### config.mk
export PLATFORM = sky130hd
export DESIGN_NAME = bcm_ballast_monitor
export DESIGN_NICKNAME = d
export VERILOG_FILES = /design/src/bcm_pkg.sv /design/src/bcm_ballast_monitor.sv /design/src/bcm_power_div.sv
export SDC_FILE = /design/constraint.sdc
export NUM_CORES = 2
export LEC_CHECK = 0
export BUFFER_PORTS_ARGS = -buffer_cell sky130_fd_sc_hd__buf_2
export CORE_ASPECT_RATIO = 1.4
export CORE_MARGIN = 2
export CORE_UTILIZATION = 50
export CTS_BUF_LIST = sky130_fd_sc_hd__clkbuf_16
export CTS_CLUSTER_SIZE = 10
export DETAILED_ROUTE_END_ITERATION = 8
export GPL_ROUTABILITY_DRIVEN = 1
export HOLD_SLACK_MARGIN = 0.02
export PLACE_DENSITY = 0.72
export REMOVE_ABC_BUFFERS = 1
export SKIP_LAST_GASP = 1
export SYNTH_ARGS = -nofsm -noshare
export SYNTH_HDL_FRONTEND = slang
export SYNTH_SLANG_ARGS = --single-unit
### constraint.sdc
create_clock -name clk_i -period 12.3 [get_ports clk_i]
set_input_delay 2.46 -clock clk_i [delete_from_list [all_inputs] [get_ports clk_i]]
set_output_delay 2.46 -clock clk_i [all_outputs]
set_load 0.05 [all_outputs]
### src/bcm_pkg.sv
// constants shared by the ballast chopper monitor
package bcm_pkg;
  // clock and time base
  localparam int unsigned CLK_MHZ        = 100;
  localparam int unsigned TICK_TIME_US   = 1000;
  localparam int unsigned TICK_CYCLES    = TICK_TIME_US * CLK_MHZ;
  localparam int unsigned SURGE_TIME_MS  = 1000;
  localparam int unsigned SURGE_TICKS    = SURGE_TIME_MS * 1000 / TICK_TIME_US;
  localparam logic [47:0] MWS_TO_UWS     = 48'h0000_0000_03E8;

  // register byte offsets
  localparam logic [7:0] REG_CTRL        = 8'h00;
  localparam logic [7:0] REG_THRESH      = 8'h04;
  localparam logic [7:0] REG_HYST        = 8'h08;
  localparam logic [7:0] REG_OV_LIMIT    = 8'h0C;
  localparam logic [7:0] REG_RES         = 8'h10;
  localparam logic [7:0] REG_COOL        = 8'h14;
  localparam logic [7:0] REG_ST_LIMIT    = 8'h18;
  localparam logic [7:0] REG_LT_LIMIT    = 8'h1C;
  localparam logic [7:0] REG_LT_WINDOW   = 8'h20;
  localparam logic [7:0] REG_STATUS      = 8'h24;
  localparam logic [7:0] REG_ERR_CODE    = 8'h28;
  localparam logic [7:0] REG_ENERGY      = 8'h2C;

  // control field positions
  localparam int unsigned CTRL_EN        = 0;
  localparam int unsigned CTRL_INV       = 1;

  // status field positions
  localparam int unsigned ST_ACTIVE      = 0;
  localparam int unsigned ST_INHIBIT     = 1;
  localparam int unsigned ST_PFAULT      = 2;
  localparam int unsigned ST_OV_ERR      = 3;
  localparam int unsigned ST_OVL_WARN    = 4;

  // reset values
  localparam logic [1:0]  CTRL_RESET     = 2'h0;
  localparam logic [15:0] MV_RESET       = 16'h0000;
  localparam logic [31:0] PARAM_RESET    = 32'h0000_0000;

  // event codes
  localparam logic [15:0] CODE_NONE      = 16'h0000;
  localparam logic [15:0] CODE_OVERLOAD  = 16'h7113;
  localparam logic [15:0] CODE_PARAM     = 16'h7110;

  // divider
  localparam logic [5:0]  DIV_STEPS      = 6'h20;
endpackage : bcm_pkg

### src/bcm_ballast_monitor.sv
// ballast chopper control and thermal monitor with wishbone registers
`timescale 1ns/1ns
`default_nettype none
// Contract
// - One dedicated output pin drives the external ballast driver, switch and resistor.
// - Switching happens only while the enable bit of the control word is set, else inactive.
// - The pin is active high, and the invert bit of the control word flips its polarity.
// - A threshold and a hysteresis in millivolts are held and steer the on/off decision.
// - A link voltage above the overvoltage limit raises an error and shuts the output stage.
// - Resistor energy is summed continuously while the convection cooling is subtracted.
// - Energy above the limit inhibits switching on and logs the overload warning code.
// - Once the resistor has cooled enough the inhibit lifts by itself.
// - Energy of one surge shorter than a second is checked against the short-term limit.
// - Energy inside the long-term window is checked against the long-term limit.
// - Invalid or unrealistic resistor parameters log the parameter fault code.
module bcm_ballast_monitor
  import bcm_pkg::*;
#(
  parameter int unsigned TICK_CYC = bcm_pkg::TICK_CYCLES
)(
  // clock and reset
  input  wire logic        clk_i,
  input  wire logic        rst_i,
  // wishbone slave
  input  wire logic        wb_cyc_i,
  input  wire logic        wb_stb_i,
  input  wire logic        wb_we_i,
  input  wire logic [31:0] wb_adr_i,
  input  wire logic [3:0]  wb_sel_i,
  input  wire logic [31:0] wb_dat_i,
  output logic [31:0]      wb_dat_o,
  output logic             wb_ack_o,
  // converter side
  input  wire logic [15:0] dclink_mv_i,
  output logic             ballast_o,
  output logic             stage_off_o
);
  import bcm_pkg::*;

  // register state
  logic [1:0]  ctrl_q;
  logic [15:0] thresh_q, hyst_q, ov_limit_q;
  logic [31:0] res_q, cool_q, st_limit_q, lt_limit_q, lt_window_q;
  logic        ov_err_q, ovl_warn_q;
  logic [15:0] err_code_q;
  logic        ack_q;
  logic [31:0] rdata_q;
  logic [31:0] rdata_d;
  // behaviour state
  logic        hyst_on_q, inhibit_q, pfault_q, ballast_q, stage_off_q;
  logic [47:0] therm_q, surge_q, window_q;
  logic [31:0] tick_cnt_q, surge_age_q, win_cnt_q;

  // bus decode
  wire         bus_req  = wb_cyc_i && wb_stb_i && !ack_q;
  wire         bus_wr   = bus_req && wb_we_i;
  wire         adr_hi0  = (wb_adr_i[31:8] == 24'h00_0000);
  wire [7:0]   adr      = wb_adr_i[7:0];
  wire [31:0]  wmask    = {{8{wb_sel_i[3]}}, {8{wb_sel_i[2]}}, {8{wb_sel_i[1]}}, {8{wb_sel_i[0]}}};
  wire         wr_ctrl  = bus_wr && adr_hi0 && (adr == REG_CTRL);
  wire         wr_thr   = bus_wr && adr_hi0 && (adr == REG_THRESH);
  wire         wr_hys   = bus_wr && adr_hi0 && (adr == REG_HYST);
  wire         wr_ovl   = bus_wr && adr_hi0 && (adr == REG_OV_LIMIT);
  wire         wr_res   = bus_wr && adr_hi0 && (adr == REG_RES);
  wire         wr_cool  = bus_wr && adr_hi0 && (adr == REG_COOL);
  wire         wr_st    = bus_wr && adr_hi0 && (adr == REG_ST_LIMIT);
  wire         wr_lt    = bus_wr && adr_hi0 && (adr == REG_LT_LIMIT);
  wire         wr_win   = bus_wr && adr_hi0 && (adr == REG_LT_WINDOW);
  wire         wr_stat  = bus_wr && adr_hi0 && (adr == REG_STATUS);
  wire [31:0]  wdat     = wb_dat_i & wmask;
  wire         clr_ov   = wr_stat && wdat[ST_OV_ERR];
  wire         clr_warn = wr_stat && wdat[ST_OVL_WARN];

  // merge a write into a 32-bit field honouring byte enables
  function automatic logic [31:0] merge(input logic [31:0] old, input logic [31:0] nw,
                                        input logic [31:0] m);
    merge = (old & ~m) | (nw & m);
  endfunction : merge

  wire [31:0] m_thr  = merge({16'h0000, thresh_q}, wb_dat_i, wmask);
  wire [31:0] m_hys  = merge({16'h0000, hyst_q}, wb_dat_i, wmask);
  wire [31:0] m_ovl  = merge({16'h0000, ov_limit_q}, wb_dat_i, wmask);
  wire [31:0] m_ctrl = merge({30'h0000_0000, ctrl_q}, wb_dat_i, wmask);

  // switching decision
  wire         ctrl_en   = ctrl_q[CTRL_EN];
  wire         ctrl_inv  = ctrl_q[CTRL_INV];
  wire [16:0]  off_lvl   = (hyst_q > thresh_q) ? 17'h0_0000
                           : ({1'b0, thresh_q} - {1'b0, hyst_q});
  wire         above_thr = dclink_mv_i > thresh_q;
  wire         below_off = {1'b0, dclink_mv_i} < off_lvl;
  wire         hyst_on_d = pfault_q ? 1'b0 : (above_thr ? 1'b1 : (below_off ? 1'b0 : hyst_on_q));
  wire         active    = ctrl_en && !pfault_q && !inhibit_q && hyst_on_q;
  wire         over_volt = dclink_mv_i > ov_limit_q;

  // parameter validity: zero values or a short-term limit above the long-term one
  wire         pfault_d  = (res_q == 32'h0) || (cool_q == 32'h0) || (st_limit_q == 32'h0)
                           || (lt_limit_q == 32'h0) || (lt_window_q == 32'h0)
                           || (st_limit_q > lt_limit_q);

  // millisecond base and power estimate
  wire         tick      = (tick_cnt_q == (TICK_CYC - 1));
  wire         p_done;
  wire [31:0]  p_mw;
  bcm_power_div u_div (
    .clk_i   (clk_i),
    .rst_i   (rst_i),
    .start_i (tick && !pfault_q),
    .num_i   ({16'h0000, dclink_mv_i} * {16'h0000, dclink_mv_i}),
    .den_i   (res_q),
    .busy_o  (),
    .done_o  (p_done),
    .quot_o  (p_mw)
  );

  // per-millisecond energy in microwatt-seconds
  wire [47:0]  e_in      = active ? {16'h0000, p_mw} : 48'h0;
  wire [47:0]  e_cool    = {16'h0000, cool_q};
  wire [47:0]  therm_sum = therm_q + e_in;
  wire [47:0]  therm_d   = (therm_sum > e_cool) ? (therm_sum - e_cool) : 48'h0;
  wire [47:0]  st_lim_u  = 48'(st_limit_q * MWS_TO_UWS);
  wire [47:0]  lt_lim_u  = 48'(lt_limit_q * MWS_TO_UWS);
  wire         win_end   = (win_cnt_q >= lt_window_q - 32'h1);
  wire         surge_ovl = (surge_q > st_lim_u) && (surge_age_q < SURGE_TICKS);
  wire         trip      = surge_ovl || (window_q > lt_lim_u) || (therm_q > lt_lim_u);
  wire         release_ok = (therm_q <= (lt_lim_u >> 1)) && !surge_ovl && (window_q <= lt_lim_u);

  // bus slave and register file
  always_ff @(posedge clk_i) begin
    if (rst_i) begin
      ack_q       <= 1'b0;
      rdata_q     <= 32'h0000_0000;
      ctrl_q      <= CTRL_RESET;
      thresh_q    <= MV_RESET;
      hyst_q      <= MV_RESET;
      ov_limit_q  <= MV_RESET;
      res_q       <= PARAM_RESET;
      cool_q      <= PARAM_RESET;
      st_limit_q  <= PARAM_RESET;
      lt_limit_q  <= PARAM_RESET;
      lt_window_q <= PARAM_RESET;
    end else begin
      ack_q <= bus_req;
      if (wr_ctrl) ctrl_q <= m_ctrl[1:0];
      if (wr_thr) thresh_q <= m_thr[15:0];
      if (wr_hys) hyst_q <= m_hys[15:0];
      if (wr_ovl) ov_limit_q <= m_ovl[15:0];
      if (wr_res) res_q <= merge(res_q, wb_dat_i, wmask);
      if (wr_cool) cool_q <= merge(cool_q, wb_dat_i, wmask);
      if (wr_st) st_limit_q <= merge(st_limit_q, wb_dat_i, wmask);
      if (wr_lt) lt_limit_q <= merge(lt_limit_q, wb_dat_i, wmask);
      if (wr_win) lt_window_q <= merge(lt_window_q, wb_dat_i, wmask);
      if (bus_req && !wb_we_i) begin
        rdata_q <= rdata_d;
      end
    end
  end

  // read mux; unmapped offsets read zero
  always_comb begin
    rdata_d = 32'h0000_0000;
    if (adr_hi0) begin
      unique case (adr)
        REG_CTRL:      rdata_d = {30'h0, ctrl_q};
        REG_THRESH:    rdata_d = {16'h0, thresh_q};
        REG_HYST:      rdata_d = {16'h0, hyst_q};
        REG_OV_LIMIT:  rdata_d = {16'h0, ov_limit_q};
        REG_RES:       rdata_d = res_q;
        REG_COOL:      rdata_d = cool_q;
        REG_ST_LIMIT:  rdata_d = st_limit_q;
        REG_LT_LIMIT:  rdata_d = lt_limit_q;
        REG_LT_WINDOW: rdata_d = lt_window_q;
        REG_STATUS:    rdata_d = {27'h0, ovl_warn_q, ov_err_q, pfault_q, inhibit_q, active};
        REG_ERR_CODE:  rdata_d = {16'h0, err_code_q};
        REG_ENERGY:    rdata_d = therm_q[41:10];
        default:       rdata_d = 32'h0000_0000;
      endcase
    end
  end

  // switching, protection and flags
  always_ff @(posedge clk_i) begin
    if (rst_i) begin
      hyst_on_q   <= 1'b0;
      pfault_q    <= 1'b0;
      inhibit_q   <= 1'b0;
      ballast_q   <= 1'b0;
      stage_off_q <= 1'b0;
      ov_err_q    <= 1'b0;
      ovl_warn_q  <= 1'b0;
      err_code_q  <= CODE_NONE;
    end else begin
      hyst_on_q   <= hyst_on_d;
      pfault_q    <= pfault_d;
      ballast_q   <= active ^ ctrl_inv;
      ov_err_q    <= over_volt || (ov_err_q && !clr_ov);
      stage_off_q <= over_volt || (ov_err_q && !clr_ov);
      // set beats clear on both sticky flags
      ovl_warn_q  <= (trip && !inhibit_q && !pfault_q) || (ovl_warn_q && !clr_warn);
      if (pfault_q) begin
        inhibit_q <= 1'b0;
      end else if (trip) begin
        inhibit_q <= 1'b1;
      end else if (inhibit_q && release_ok) begin
        inhibit_q <= 1'b0;
      end
      if (pfault_d && !pfault_q) begin
        err_code_q <= CODE_PARAM;
      end else if (!pfault_q && trip && !inhibit_q) begin
        err_code_q <= CODE_OVERLOAD;
      end
    end
  end

  // energy accounts, updated once per millisecond
  always_ff @(posedge clk_i) begin
    if (rst_i) begin
      tick_cnt_q  <= 32'h0000_0000;
      therm_q     <= 48'h0;
      surge_q     <= 48'h0;
      window_q    <= 48'h0;
      surge_age_q <= 32'h0000_0000;
      win_cnt_q   <= 32'h0000_0000;
    end else begin
      tick_cnt_q <= tick ? 32'h0000_0000 : tick_cnt_q + 32'h1;
      if (pfault_q) begin
        therm_q     <= 48'h0;
        surge_q     <= 48'h0;
        window_q    <= 48'h0;
        surge_age_q <= 32'h0000_0000;
        win_cnt_q   <= 32'h0000_0000;
      end else if (p_done) begin
        therm_q <= therm_d;
        // a surge ends whenever the switch opens
        surge_q     <= active ? surge_q + e_in : 48'h0;
        surge_age_q <= active ? surge_age_q + 32'h1 : 32'h0000_0000;
        window_q    <= win_end ? e_in : window_q + e_in;
        win_cnt_q   <= win_end ? 32'h0000_0000 : win_cnt_q + 32'h1;
      end
    end
  end

  assign wb_ack_o    = ack_q;
  assign wb_dat_o    = rdata_q;
  assign ballast_o   = ballast_q;
  assign stage_off_o = stage_off_q;

  // checks
  property p_disabled_idle;
    @(posedge clk_i) disable iff (rst_i)
    !ctrl_en |=> (ballast_q == $past(ctrl_inv));
  endproperty
  a_disabled_idle: assert property (p_disabled_idle) else $error("ballast active while disabled");

  property p_polarity;
    @(posedge clk_i) disable iff (rst_i)
    active |=> (ballast_q == !$past(ctrl_inv));
  endproperty
  a_polarity: assert property (p_polarity) else $error("ballast pin has wrong polarity");

  property p_turn_on;
    @(posedge clk_i) disable iff (rst_i)
    (!pfault_q && dclink_mv_i > thresh_q) |=> hyst_on_q;
  endproperty
  a_turn_on: assert property (p_turn_on) else $error("ballast not armed above threshold");

  property p_hold_band;
    @(posedge clk_i) disable iff (rst_i)
    (hyst_on_q && !pfault_q && {1'b0, dclink_mv_i} >= off_lvl) |=> hyst_on_q;
  endproperty
  a_hold_band: assert property (p_hold_band) else $error("ballast dropped inside hysteresis");

  property p_overvolt;
    @(posedge clk_i) disable iff (rst_i)
    over_volt |=> (ov_err_q && stage_off_o) ##1 ((ov_err_q && stage_off_o) || $past(clr_ov));
  endproperty
  a_overvolt: assert property (p_overvolt) else $error("overvoltage did not stop stage");

  property p_cooling;
    @(posedge clk_i) disable iff (rst_i)
    (p_done && !pfault_q && !active && therm_q != 48'h0) |=> (therm_q < $past(therm_q));
  endproperty
  a_cooling: assert property (p_cooling) else $error("energy account did not cool");

  property p_overload_code;
    @(posedge clk_i) disable iff (rst_i)
    ($rose(inhibit_q) && !$past(pfault_d)) |-> (err_code_q == CODE_OVERLOAD && ovl_warn_q);
  endproperty
  a_overload_code: assert property (p_overload_code) else $error("overload code missing");

  property p_trip_blocks;
    @(posedge clk_i) disable iff (rst_i)
    (trip && !pfault_q) |=> inhibit_q ##1 (ballast_q == $past(ctrl_inv));
  endproperty
  a_trip_blocks: assert property (p_trip_blocks) else $error("overload did not inhibit");

  property p_auto_release;
    @(posedge clk_i) disable iff (rst_i)
    (inhibit_q && !trip && release_ok && !pfault_q) |=> !inhibit_q;
  endproperty
  a_auto_release: assert property (p_auto_release) else $error("inhibit not lifted");

  property p_param_fault;
    @(posedge clk_i) disable iff (rst_i)
    $rose(pfault_q) |-> (err_code_q == CODE_PARAM) ##1 (therm_q == 48'h0 && !active);
  endproperty
  a_param_fault: assert property (p_param_fault) else $error("parameter fault not handled");

  property p_window_limit;
    @(posedge clk_i) disable iff (rst_i)
    (!pfault_q && window_q > lt_lim_u) |=> inhibit_q;
  endproperty
  a_window_limit: assert property (p_window_limit) else $error("window limit ignored");
endmodule : bcm_ballast_monitor
`default_nettype wire

### src/bcm_power_div.sv
// serial divider turning squared voltage and resistance into power
`timescale 1ns/1ns
`default_nettype none
module bcm_power_div
  import bcm_pkg::*;
(
  // clock and reset
  input  wire logic        clk_i,
  input  wire logic        rst_i,
  // request
  input  wire logic        start_i,
  input  wire logic [31:0] num_i,
  input  wire logic [31:0] den_i,
  // answer
  output logic             busy_o,
  output logic             done_o,
  output logic [31:0]      quot_o
);
  import bcm_pkg::*;
  logic [32:0] rem_q;
  logic [31:0] quot_q;
  logic [5:0]  cnt_q;
  logic        busy_q;
  logic        done_q;

  wire  [32:0] shifted = {rem_q[31:0], quot_q[31]};
  wire  [33:0] diff    = {1'b0, shifted} - {2'h0, den_i};
  wire         fits    = ~diff[33];

  // one quotient bit a cycle: slow but tiny, and power changes slowly
  always_ff @(posedge clk_i) begin
    if (rst_i) begin
      rem_q  <= 33'h0_0000_0000;
      quot_q <= 32'h0000_0000;
      cnt_q  <= 6'h00;
      busy_q <= 1'b0;
      done_q <= 1'b0;
    end else begin
      done_q <= 1'b0;
      if (start_i && !busy_q) begin
        rem_q  <= 33'h0_0000_0000;
        quot_q <= num_i;
        cnt_q  <= DIV_STEPS;
        busy_q <= 1'b1;
      end else if (busy_q) begin
        rem_q  <= fits ? diff[32:0] : shifted;
        quot_q <= {quot_q[30:0], fits};
        cnt_q  <= cnt_q - 6'h01;
        if (cnt_q == 6'h01) begin
          busy_q <= 1'b0;
          done_q <= 1'b1;
        end
      end
    end
  end

  assign busy_o = busy_q;
  assign done_o = done_q;
  assign quot_o = quot_q;
endmodule : bcm_power_div
`default_nettype wire

==> metrics.md <==
| Metric | Value |
|---|---|
| Max Cap Violations | `0` |
| Hold WS | `roughly 0.46 ns` |
| RSZ-0062 raised after global routing | `false` |
| Setup bufs post-CTS | `0` |
| All-Layer GR Usage | `0.308` |
| Clock root buffer | `clkbuf_16` |
| Via count | `50,400` |
| Skew final | `0.0247 ns` |
| Initial core utilization | `0.504` |
| Die Area | `117,000 sq um` |
| Hold buffers post-CTS | `0` |
| Synth unique cells | `between 90 and 100` |
| Row count | `146` |
| Largest net degree at the start of global routing | `100` |
| Crit path capture type | `register` |
| Post-Place Setup Slack | `~2.8 ns` |
| Share of layout cells above drive strength 1 | `0.0476` |
| Max Freq | `between 100 and 150 MHz` |
| CP delay by family, top | `adder cells` |
| Global-route wire length before repair | `roughly 280 mm` |
| Die Height | `~400 microns` |
| Design Area, Final | `61,100 sq um` |
| Least-Margin Pin Slew | `roughly 1.1 ns` |
| Status | `complete, no violations` |
| Die X | `between 200 and 300 microns` |
| DR WL/cell | `21.8 microns` |
| Residual overflow from global routing | `0` |
| Crit start category | `input port` |
| CP Buf/Inv Count | `5` |
| Area of the mapped netlist | `57,000 sq um` |
| Post-layout util | `0.540` |
| Buffers on Ports | `around 120` |
| Min cycle time layout | `about 9 ns` |
| Synth warn | `0` |
| Final setup TNS | `0 ns` |
| HP Class | `reg2reg` |
| Ys flop type | `dfxtp_1` |
| Syn Area/Cell | `between 8 and 9 sq um` |
| DRT iter0 DRCs | `around 3,900` |
| Post-synth EDFFs | `0` |
| Period utilisation layout | `0.726` |
| CP max-delay cell | `fa_1` |
| Post-synthesis async set-or-reset flop share | `0` |
| Drt via density | `about 6.1` |
| Routability cong. | `0.993` |
| Final setup viols | `0` |
| FF+latch count, synth | `563` |
| Max FO, Critical Path | `19` |
| TritonCTS Buffers | `71` |
| Clock Pin Slew Worst Setup and Hold Paths | `roughly 0.06 ns` |
| Skew-Pair Late Insertion Delay | `0.69 ns` |
| H-tree levels | `3` |
| Worst Path Required | `around 13 ns` |
| Area grow syn2layout | `7.16%` |
| Final nets | `slightly above 8,000` |
| Drt total wl | `between 150 and 200 mm` |
| Most frequent CP cell | `fa_1` |
| Antenna-violating nets left | `0` |
| DP Area | `between 50,000 and 60,000 sq um` |
| Worst path max stage delay | `approximately 0.54 ns` |
| Final Hold Viols | `0` |
| Final Max Tran Viols | `0` |
| Core ar. | `approximately 110,000 sq um` |
| PwrDens | `~100 nW/um^2` |
| Max VDD drop | `0.272 mV` |
| Commonest non-fill, non-tap cells in the layout | `748 x ha_1, 729 x inv_1, 561 x dfxtp_1` |
| Drt drc | `0` |
| Sequential share of the synthesized area | `0.198` |
| Number of iterations in the first detailed-routing pass | `8` |
| Clock Path Buffers | `3` |
| PnR worst setup slack | `about 3.4 ns` |
| CTS tree | `built` |
| Commonest non-fill, non-tap cell in the layout | `ha_1` |
| TritonCTS Sinks | `563` |
| HPWL after DPL | `~140 mm` |
| Vias in the first global route | `about 50,000` |
| Gates resized, CTS repair | `0` |
| Worst relative slew slack | `0.251` |
| P_leak | `around 28 nW` |
| Mapped Cells | `about 6,800` |
| I/O Pins | `124` |
| Initial antenna violation count | `8` |
| Critical path start-end classification | `in2reg` |
| WP data arrival | `approximately 9.5 ns` |
==> final timing paths <==
check,start,to,slack (ns),cells after the start
setup / recovery,dclink_mv_i[15],u_div.quot_o[30]$_SDFFE_PP0P_,3.37,26
hold / removal,err_code_q[0]$_SDFFE_PP0P_,err_code_q[0]$_SDFFE_PP0P_,0.46,2
setup reg to reg,register,err_code_q[0]$_SDFFE_PP0P_,3.39,31
hold reg to reg,err_code_q[0]$_SDFFE_PP0P_,err_code_q[0]$_SDFFE_PP0P_,0.46,2
==> metrics by stage <==
stage / std cells / power [W]
floorplan: 6565 / 0.00377
CTS: 8311 / 0.00638
finish: 8319 / 0.00636
detailed placement: 8210 / 0.00436
global route: 8317 / 0.00678
global placement: 8210 / 0.00431
==> cells by family after synthesis <==
group | share of synthesized area
muxes | 0.0238
and+or+nand+nor | 0.173
xor gates and xnor gates | 0.0605
adders and majority gates | 0.307
AOI/OAI and AO/OA | 0.173
buffers and inverters | 0.0644
DFF | 0.198
==> worst reg2reg max path: cells and delay by family (launching register included) <==
kind / cells / cell delay [ns]
xor gates and xnor gates: 1 / 0.31
AOI/OAI and AO/OA: 14 / 3.72
buffers and inverters: 2 / 0.29
adders and majority gates: 6 / 2.72
DFF: 1 / 0.53
and+or+nand+nor: 8 / 1.26
==> cell usage after synthesis, types with 43 or more instances <==
master / number / area share
o21ai_0: 262 / 0.023
nand4_1: 108 / 0.012
o21a_1: 50 / 0.0066
dfxtp_1: 563 / 0.20
inv_1: 718 / 0.047
nor3_1: 74 / 0.0065
nand2_1: 511 / 0.034
mux2i_1: 130 / 0.023
fa_1: 406 / 0.14
a221oi_1: 45 / 0.0069
and2_1: 114 / 0.013
nand2b_1: 70 / 0.0077
xnor2_1: 228 / 0.035
a211oi_1: 47 / 0.0062
nor4_1: 61 / 0.0067
clkbuf_1: 215 / 0.014
and3_1: 59 / 0.0065
nor2_1: 555 / 0.037
a21o_1: 205 / 0.027
a31oi_1: 66 / 0.0072
nor2b_1: 84 / 0.0092
a22oi_1: 83 / 0.011
xor2_1: 166 / 0.026
ha_1: 748 / 0.16
nand3_1: 261 / 0.023
or3_1: 43 / 0.0047
a21oi_1: 560 / 0.049
==> layout make-up <==
class,instances,area [sq um]
clock buffer,71,1780
timing repair buffer,165,941
clock inverter,30,334
inverter,721,2710
multi-input combinational,5281,42200
antenna,8,20.0
sequential,563,11300
tap,1480,1850
fill,10500,52000
==> report_power, final <==
| part | leakage [nW] | internal, W | switching [W] |
|---|---|---|---|
| registers | 4.54 | 0.00183 | 0.00000262 |
| clock network | 1.06 | 0.00114 | 0.000871 |
| logic | 22.3 | 0.00107 | 0.00144 |
| total | 27.9 | 0.00404 | 0.00232 |
==> metal layers <==
layer	GRT usage	vias to the layer above	part of all wire
met5	0	-	0.000072
met4	0.215	2	0.079
met3	0.0492	621	0.067
met2	0.525	1885	0.48
li1	-	23600	-
met1	0.351	24300	0.38
Note: power is estimated with default switching activity, not from simulation.
